### src/bbp_sync.sv
// Package of shared constants and the three-stage pin input synchroniser
package bbp_pkg;
	localparam int BBP_WIDTH = 8;
	localparam int BBP_CHANNELS = 2;
	localparam int BBP_CLK_PERIOD_NS = 100;
	localparam int BBP_STROBE_NS = 200;
	localparam logic [1:0] BBP_STROBE_CYC =
		2'((BBP_STROBE_NS + BBP_CLK_PERIOD_NS - 1) / BBP_CLK_PERIOD_NS);
	localparam logic [7:0] BBP_PORT_RST = 8'h00;
	localparam logic [7:0] BBP_PIN_IDLE = 8'hff;
	typedef enum logic [2:0] {
		BBP_ST_IDLE = 3'b001,
		BBP_ST_SAMPLE = 3'b010,
		BBP_ST_WRITE = 3'b100
	} bbp_state_t;
endpackage

`timescale 1ns/100ps
`default_nettype none

module bbp_sync #(
	parameter int W = 8,
	parameter logic [W-1:0] RST_VAL = '0
) (
	input wire logic clk,
	input wire logic sys_rst,
	input wire logic [W-1:0] pin,
	output logic [W-1:0] level
);
	logic [W-1:0] ff1;
	logic [W-1:0] ff2;
	logic [W-1:0] ff3;
	wire [W-1:0] agree = ~(ff2 ^ ff3);
	wire [W-1:0] next_level = (agree & ff3) | (~agree & level);

	// Three stages; a bit moves only once stages two and three agree
	always_ff @(posedge clk or posedge sys_rst) begin
		if (sys_rst) begin
			ff1 <= RST_VAL;
			ff2 <= RST_VAL;
			ff3 <= RST_VAL;
			level <= RST_VAL;
		end else begin
			ff1 <= pin;
			ff2 <= ff1;
			ff3 <= ff2;
			level <= next_level;
		end
	end
endmodule

`default_nettype wire
### src/bbp_port.sv
// Two-channel bit-bang parallel port with strobes and flush/wake pins

`timescale 1ns/100ps
`default_nettype none

module bbp_port
	import bbp_pkg::*;
(
	input wire logic clk,
	input wire logic sys_rst,
	// Channel configuration from the USB side
	input wire logic [1:0] bb_enable,
	input wire logic [1:0] bb_sync,
	input wire logic [7:0] dir_mask_a,
	input wire logic [7:0] dir_mask_b,
	// Host write stream
	input wire logic [1:0] host_wr_valid,
	output logic [1:0] host_wr_ready,
	input wire logic [7:0] host_wr_data_a,
	input wire logic [7:0] host_wr_data_b,
	// Host read stream
	input wire logic [1:0] host_rd_req,
	output logic [1:0] host_rd_valid,
	input wire logic [1:0] host_rd_ready,
	output logic [7:0] host_rd_data_a,
	output logic [7:0] host_rd_data_b,
	// Suspend and wakeup state
	input wire logic usb_suspended,
	input wire logic remote_wake_en,
	output logic resume_req,
	output logic [1:0] send_immediate,
	// Pins
	input wire logic [7:0] chan_a_port_in,
	output logic [7:0] chan_a_port_out,
	output logic [7:0] chan_a_port_oe,
	input wire logic [7:0] chan_b_port_in,
	output logic [7:0] chan_b_port_out,
	output logic [7:0] chan_b_port_oe,
	output logic write_strobe_n_a,
	output logic write_strobe_n_b,
	output logic read_strobe_n_a,
	output logic read_strobe_n_b,
	input wire logic flush_or_wake_n_a,
	input wire logic flush_or_wake_n_b,
	output logic power_enable_n
);
	// Per-channel views of the separate ports
	logic [7:0] pin_raw [BBP_CHANNELS];
	logic [7:0] pin_level [BBP_CHANNELS];
	logic [7:0] wr_data [BBP_CHANNELS];
	logic [7:0] dir_mask [BBP_CHANNELS];
	logic [7:0] port_out [BBP_CHANNELS];
	logic [7:0] port_oe [BBP_CHANNELS];
	logic [7:0] rd_data [BBP_CHANNELS];
	logic [1:0] wr_strobe_n;
	logic [1:0] rd_strobe_n;
	logic [1:0] flush_level;
	logic [1:0] flush_prev;
	logic [1:0] resume_hit;

	assign pin_raw[0] = chan_a_port_in;
	assign pin_raw[1] = chan_b_port_in;
	assign wr_data[0] = host_wr_data_a;
	assign wr_data[1] = host_wr_data_b;
	assign dir_mask[0] = dir_mask_a;
	assign dir_mask[1] = dir_mask_b;
	assign chan_a_port_out = port_out[0];
	assign chan_b_port_out = port_out[1];
	assign chan_a_port_oe = port_oe[0];
	assign chan_b_port_oe = port_oe[1];
	assign host_rd_data_a = rd_data[0];
	assign host_rd_data_b = rd_data[1];
	assign write_strobe_n_a = wr_strobe_n[0];
	assign write_strobe_n_b = wr_strobe_n[1];
	assign read_strobe_n_a = rd_strobe_n[0];
	assign read_strobe_n_b = rd_strobe_n[1];

	// Flush/wake pins idle high, so the synchroniser resets high
	bbp_sync #(
		.W(2),
		.RST_VAL(BBP_PIN_IDLE[1:0])
	) u_flush_sync (
		.clk(clk),
		.sys_rst(sys_rst),
		.pin({flush_or_wake_n_b, flush_or_wake_n_a}),
		.level(flush_level)
	);

	// Suspend indication mirrors the USB state, high while suspended
	always_ff @(posedge clk or posedge sys_rst) begin
		if (sys_rst) begin
			power_enable_n <= 1'b0;
			flush_prev <= BBP_PIN_IDLE[1:0];
		end else begin
			power_enable_n <= usb_suspended;
			flush_prev <= flush_level;
		end
	end

	// Falling edge of the filtered flush/wake level is one strobe
	wire [1:0] flush_fall = flush_prev & ~flush_level;
	wire [1:0] flush_en = flush_fall & bb_enable;
	wire wake_ok = power_enable_n & remote_wake_en;
	wire [1:0] next_send = power_enable_n ? 2'b00 : flush_en;
	assign resume_hit = wake_ok ? flush_en : 2'b00;

	// Both request outputs are single-cycle pulses from flops
	always_ff @(posedge clk or posedge sys_rst) begin
		if (sys_rst) begin
			resume_req <= 1'b0;
			send_immediate <= 2'b00;
		end else begin
			resume_req <= |resume_hit;
			send_immediate <= next_send;
		end
	end

	// One engine per channel, each with its own mode bits
	for (genvar c = 0; c < BBP_CHANNELS; c++) begin : g_chan
		bbp_state_t state;
		bbp_state_t next_state;
		logic [1:0] cnt;
		logic wr_pending;
		logic [7:0] pending_data;
		logic out_valid;

		bbp_sync #(
			.W(BBP_WIDTH),
			.RST_VAL(BBP_PORT_RST)
		) u_pin_sync (
			.clk(clk),
			.sys_rst(sys_rst),
			.pin(pin_raw[c]),
			.level(pin_level[c])
		);

		wire en = bb_enable[c];
		wire sync_mode = bb_sync[c];
		wire idle = (state == BBP_ST_IDLE);
		wire cnt_done = (cnt == 2'd0);
		// A synchronous write needs room for the byte it returns
		wire wr_go = en & idle & host_wr_valid[c] & ~(sync_mode & out_valid);
		wire rd_go = en & idle & ~host_wr_valid[c] & host_rd_req[c] & ~out_valid;
		wire start_sample = (wr_go & sync_mode) | rd_go;
		wire start_write = wr_go & ~sync_mode;
		wire sample_end = (state == BBP_ST_SAMPLE) & cnt_done;
		wire write_end = (state == BBP_ST_WRITE) & cnt_done;
		wire load_port = start_write | (sample_end & wr_pending);

		assign host_wr_ready[c] = wr_go;
		assign host_rd_valid[c] = out_valid;

		// Next state selection
		always_comb begin
			next_state = state;
			unique case (state)
				BBP_ST_IDLE: begin
					if (start_sample) begin
						next_state = BBP_ST_SAMPLE;
					end else if (start_write) begin
						next_state = BBP_ST_WRITE;
					end
				end
				BBP_ST_SAMPLE: begin
					if (cnt_done) begin
						next_state = wr_pending ? BBP_ST_WRITE : BBP_ST_IDLE;
					end
				end
				BBP_ST_WRITE: begin
					if (cnt_done) begin
						next_state = BBP_ST_IDLE;
					end
				end
				default: next_state = BBP_ST_IDLE;
			endcase
			if (!en) begin
				next_state = BBP_ST_IDLE;
			end
		end

		// State, strobe width counter and the held write byte
		always_ff @(posedge clk or posedge sys_rst) begin
			if (sys_rst) begin
				state <= BBP_ST_IDLE;
				cnt <= 2'd0;
				wr_pending <= 1'b0;
				pending_data <= BBP_PORT_RST;
			end else begin
				state <= next_state;
				if (start_sample | load_port) begin
					cnt <= BBP_STROBE_CYC - 2'd1;
				end else if (!cnt_done) begin
					cnt <= cnt - 2'd1;
				end
				if (wr_go) begin
					wr_pending <= sync_mode;
					pending_data <= wr_data[c];
				end else if (sample_end | !en) begin
					wr_pending <= 1'b0;
				end
			end
		end

		// Pin drive: data and enables come straight from flops
		always_ff @(posedge clk or posedge sys_rst) begin
			if (sys_rst) begin
				port_out[c] <= BBP_PORT_RST;
				port_oe[c] <= 8'h00;
			end else begin
				port_oe[c] <= en ? dir_mask[c] : 8'h00;
				if (start_write) begin
					port_out[c] <= wr_data[c];
				end else if (sample_end & wr_pending) begin
					port_out[c] <= pending_data;
				end
			end
		end

		// Write strobe low for the strobe width, falling on the same edge that loads the byte
		always_ff @(posedge clk or posedge sys_rst) begin
			if (sys_rst) begin
				wr_strobe_n[c] <= 1'b1;
			end else if (load_port) begin
				wr_strobe_n[c] <= 1'b0;
			end else if (write_end | !en) begin
				wr_strobe_n[c] <= 1'b1;
			end
		end

		// Read strobe low while sampling; its fall takes the byte, its rise forwards it
		always_ff @(posedge clk or posedge sys_rst) begin
			if (sys_rst) begin
				rd_strobe_n[c] <= 1'b1;
				rd_data[c] <= BBP_PORT_RST;
				out_valid <= 1'b0;
			end else begin
				if (start_sample) begin
					rd_strobe_n[c] <= 1'b0;
					rd_data[c] <= pin_level[c];
				end else if (sample_end | !en) begin
					rd_strobe_n[c] <= 1'b1;
				end
				// New byte wins over a same-cycle take by the host
				if (sample_end) begin
					out_valid <= 1'b1;
				end else if (host_rd_ready[c] | !en) begin
					out_valid <= 1'b0;
				end
			end
		end
	end
endmodule

`default_nettype wire

### config.mk
export PLATFORM = sky130hd
export DESIGN_NAME = bbp_port
export DESIGN_NICKNAME = d
export VERILOG_FILES = /design/src/bbp_sync.sv /design/src/bbp_port.sv
export SDC_FILE = /design/constraint.sdc
export NUM_CORES = 1
export LEC_CHECK = 0
export ABC_AREA = 1
export BUFFER_PORTS_ARGS = -buffer_cell sky130_fd_sc_hd__buf_2
export CAP_MARGIN = 15
export CORE_UTILIZATION = 45
export DETAILED_ROUTE_END_ITERATION = 10
export PLACE_DENSITY_LB_ADDON = 0.2
export SYNTH_ARGS = -nofsm -noshare
export SYNTH_HDL_FRONTEND = slang
export SYNTH_HIERARCHICAL = 1
export SYNTH_SLANG_ARGS = --single-unit
export TNS_END_PERCENT = 5
### constraint.sdc
create_clock -name clk -period 4 [get_ports clk]
set_clock_uncertainty 0.2 [all_clocks]
set_input_delay 0.8 -clock clk [delete_from_list [all_inputs] [get_ports clk]]
set_output_delay 0.8 -clock clk [all_outputs]
set_load 0.02 [all_outputs]
; ---- Word-level counts from Yosys, hierarchy flattened
; Index checks and enable logic that the tools add are counted.
[word_totals]
wordCells = 177
reg_bits = 160
out_inout_bits = 60
input_bits = 64
[classes]
eq_ne = 14
muxes = 42
n_bitwise = 66
add_sub_neg = 2
n_reduce_logical = 17
[op_table]
columns = cell, count
row1 = 8-bit 2-to-1 mux, 6
row2 = 3-bit 2-to-1 mux, 12
row3 = 8-bit bitwise AND, 4
row4 = 8-bit NOT, 4
row5 = 1-bit bitwise AND, 25
row6 = 2-bit nonzero test, 10
row7 = 3-bit one-hot mux with 3 select lines, 2
row8 = 1-bit 2-to-1 mux, 16
row9 = 8-bit bitwise OR, 2
row10 = 8-bit bitwise XOR, 2
row11 = 2-bit 2-to-1 mux, 6
row12 = 3-bit inequality test (second input constant), 4
row13 = 1-bit bitwise OR, 12
row14 = 2-bit bitwise AND, 4
row15 = 4-bit by 2-bit inequality test with 1-bit output (second input constant), 2
row16 = 1-bit NOT, 8
row17 = 3-bit by 1-bit == test with 1-bit output (second input constant), 2
row18 = 3-bit by 2-bit == test with 1-bit output (second input constant), 2
row19 = 3-bit == test (second input constant), 2
row20 = 2-bit NOT, 3
row21 = 3-bit AND reduction, 2
row22 = 2-bit zero test, 2
row23 = 2-bit by 1-bit inequality test with 1-bit output (second input constant), 2
row24 = 2-bit by 1-bit subtractor with 2-bit output (second input constant), 2
row25 = other kinds (4), 5

; ---- Logic depth before layout (Yosys ltp)
[logic_depth]
depth_word = 9
depth_mapped = 9
ltp_nobuf = 9

; ---- Modules after synthesis
; The synthesis kept the hierarchy.
[by_module_without_submodules]
columns = module, n_inst, area_per_inst_um2, cells_per_inst, seq_area_each_um2
row1 = bbp_port, 1, 3694.8, 424, 2212.1
row2 = bbp_sync at g_chan[0].u_pin_sync ..., 2, 934.6, 65, 800.8
row3 = bbp_sync at u_flush_sync, 1, 246.5, 17, 210.2

; ---- Least setup slack after synthesis
; No wires, ideal clock.
[synth_timing]
path_type = input-to-output
from = input host_wr_valid[1]
to = output host_wr_ready[1]
path_slack_ps = 1498
arrival_time_ps = 1502
stages = 5
t_required_ps = 3000
path_buffers = 2
path_cell_list = a21boi_1 -> nand2_4 -> inv_2 -> buf_2 -> buf_4
[synth_via]
elab_chain_cells = 2
[synth_lines]
columns = item, line_no
row1 = "start, declared", bbp_port.sv:17  ; input wire logic [1:0] host_wr_valid,
row2 = 1-bit bitwise AND (2 in series), bbp_port.sv:142  ; wire wr_go = en & idle & host_wr_valid[c] & ~(sync_mode & out_valid);
row3 = "end, declared", bbp_port.sv:18  ; output logic [1:0] host_wr_ready,
; Every way passes these cells.

; ---- Worst setup path after layout
[layout_timing]
from = input bb_enable[0]
to = output host_wr_ready[0]
[layout_via]
elab_chain_cells = 3
[layout_lines]
columns = item, line_no
row1 = "start, declared", bbp_port.sv:12  ; input wire logic [1:0] bb_enable,
row2 = 1-bit bitwise AND (3 in series), bbp_port.sv:142
; Every way passes these cells.

==> run_results.csv <==
group,metric,value,unit
pwr,swShare,31.24,%
global_route,use_met3,5.073,%
global_route,antenna_found_initial,2,
synth,synth_compound_area_share,4.845,%
clocking,cts_buffer_depth,2,
synth,synth_edf_count,0,
critical_path,end_kind,"output port",
floorplanning,core,12620,um2
synth,async_flop_share,100.0,%
sta,maxSlewViolCount,0,
final_layout,fin_nets,772,
critical_path,start_kind,"primary input",
global_route,grt_usage,17.67,%
min_path,hold_path_end,"g_chan[0].u_pin_sync/ff2[7]$_DFF_PP0_",
sta,rsz0062_at_grt,"false",
floorplanning,die_area,13370,um2
floorplanning,fp.dieW,115.6,um
job,maxCapViolations,0,
synth,yosysUniqueCellTypes,32,
critical_path,required,3000,ps
synth,synth-simple-area-share,18.52,%
clocking,ctsResizeCount,0,
synth,synthesis.nets,637,
placed_design,gp_congestion,0.8006,
drt,wirelength,10730,um
critical_path,r2r-end,"host_rd_data_a[1]$_DFFE_PP0P_",
synth,netlist.area_leader.share,62.02,%
clocking,cts_buffers,17,
drt,drtIter0Drc,152,
pwr,p_comb_share,22.9,%
critical_path,worstSetupPathType,"primary input to output port",
clocking,cts_tree,"yes",
synth,synth.area.mux_share,0,%
drt,drcViolationCount,0,
min_path,hold_path.class,"flop to flop",
sta,slew_headroom,42.18,%
clocking,htree_levels,4,
synth,synthXorXnorAreaFrac,0.3015,%
pwr,p_switching,1.571,mW
synth,ys_ff_latch,160,
final_layout,final_cell_area,7233,um2
synth,yosysMostFrequentCell,"nand2_1",
critical_path,rr_startpoint,"g_chan[0].state[0]$_DFFE_PP1P_",
critical_path,path_max_fanout,13,
floorplanning,num_rows,41,
pwr,pwr-share-seq,43.6,%
synth,synth.area.top_cells,"dfrtp_1 (62%), nand2_1 (12%), dfstp_2 (7.2%), inv_1 (4.7%), nor2_1 (2.3%)",
synth,postSynthAreaPerCell,10.18,um2
clocking,clk_latency,420,ps
placed_design,numPortBuffers,123,
synth,yosys_warnings,6,
global_route,top_usage_layer,"met2",
clocking,clkTransAtPathRegs,60,ps
drt,drtAntennaViolNets,0,
global_route,grt_use_met1,20.94,%
drt,viasPerCell,4.543,
placed_design,placed_area,6601,um2
min_path,hold-path-cell-count,0,
clocking,cts.sinks,160,
synth,ys.flop_type,"dfrtp_1",
pwr,vdd_drop_max,0.0003136,V
global_route,grt.met2_usage,29.66,%
global_route,grt_pass1_vias,3884,
global_route,grt_max_degree,51,
clocking,postCtsSetupBuffers,0,
synth,yosysTopAreaCell,"dfrtp_1",
sta,tightest_slew,866.3,ps
sta,setup_viol,0,
final_layout,layout-drive-gt1-share,27.40,%
synth,syn-instance-count,571,
placed_design,post-dp-hpwl,7769,um
sta,setup_tns,0,ps
status,status,"complete, no violations",
pwr,p_per_area,695.4,nW/um2
final_layout,syn2layout_area_growth,24.48,%
synth,ys_seq_area_share,69.25,%
synth,synth_top_family_by_area,"simple AND/OR/NAND/NOR gates",
clocking,cts_hold_buf,0,
synth,synthesis.area,5811,um2
pwr,p_int,3.459,mW
floorplanning,ioPinCount,124,
critical_path,r2r_cells,6,
sta,clock.fmax,347.0,MHz
synth,synth_fa_ha_area_share,0.4307,%
pwr,leakagePower,3.954,nW
sta,fin_crit_sh,72.05,%
sta,finalHoldViolCount,0,
global_route,overflow,0,
synth,synth_common_cells,"nand2_1 (185), dfrtp_1 (144), inv_1 (72), nor2_1 (35), a21oi_1 (26)",
drt,wire_per_inst,12.03,um
floorplanning,initial_utilization,46.04,%
global_route,grt_pass1_wl,17770,um
drt,firstDrtPassIters,4,
clocking,cts-root-buf,"clkbuf_16",
drt,num_vias,4052,
critical_path,r2r_slack,2120,ps
floorplanning,die_h,115.6,um
pwr,pwr-share-clk,33.4,%
sta,fin_crit,2882,ps
min_path,worstHoldStart,"g_chan[0].u_pin_sync/ff1[7]$_DFF_PP0_",
critical_path,cp.arrival,1880,ps
==> metal layers <==
metal,part of all wire (%),vias up
li1,-,2007
met3,6.1,21
met5,0.10,-
met4,2.1,2
met2,49,109
met1,43,1913
==> worst max-delay path, cell delays in order <==
cell     delay, ps
buf_2          230
inv_2          100
nor2_2         220
nand2_2        140
inv_2          190
buf_2          200
==> through the flow <==
| stage | instances | utilization [%] | setup WS (ps) | power, mW | hold slack [ps] |
|---|---|---|---|---|---|
| global route | 891 | 57.30 | 988.9 | 5.321 | 155.5 |
| finish | 892 | 57.32 | 1118 | 5.030 | 147.3 |
| detailed placement | 859 | 52.31 | 1123 | 3.390 | 134.7 |
| floorplan | 571 | - | 734.7 | 3.000 | 131.2 |
| CTS | 891 | 57.30 | 1114 | 5.093 | 149.5 |
| global placement | 859 | 52.31 | 1194 | 3.345 | 131.9 |
==> how the worst max path moves through the flow <==
stage,start,end,slack [ps],cells after the start
final,bb_enable[0],host_wr_ready[0],1120,6
after global routing,bb_enable[0],host_wr_ready[0],990,6
after CTS,bb_enable[0],host_wr_ready[0],1110,6
after detailed placement,bb_enable[0],host_wr_ready[0],1120,6
after global placement,bb_enable[0],host_wr_ready[0],1190,6
after floorplan,sys_rst,chan_a_port_oe[0]$_DFF_PP0_,730,1
==> logic make-up (layout without fill, tap and decap cells) <==
family          Yosys count  count (layout)
simple gates            260             260
flops                   160             160
buf+inv                  95             243
compound gates           52              52
fa+ha+maj                 2               2
xor+xnor                  2               2
other cells               0               1
==> placed cells by master, fill, tap and decap left out, drive strengths merged, types with 16 or more instances in the layout <==
cell type	Yosys	routed
a21oi	26	26
o21ai	19	19
dfstp	16	16
nand3	24	24
buf	9	127
dfrtp	144	144
clkbuf	2	19
nand2	191	191
inv	83	83
nor2	38	38
==> power groups by stage <==
stage | sequential (mW) | clock, mW | combinational (mW)
finish | 2.19 | 1.68 | 1.15
floorplan | 2.41 | 0 | 0.587
global route | 2.24 | 1.78 | 1.30
global placement | 2.21 | 0 | 1.14
CTS | 2.20 | 1.72 | 1.17
detailed placement | 2.22 | 0 | 1.17
==> final cells by class <==
class                           instances  area, um2
Clock buffer                           19      442.9
Clock inverter                         13      186.4
Inverter                               84      316.6
Timing Repair Buffer                  127      645.6
Fill cell                            1110       5386
Multi-Input combinational cell        316       1400
Tap cell                              172      215.2
Antenna cell                            1      2.502
Sequential cell                       160       4024
(Power assumes the default switching activity.)
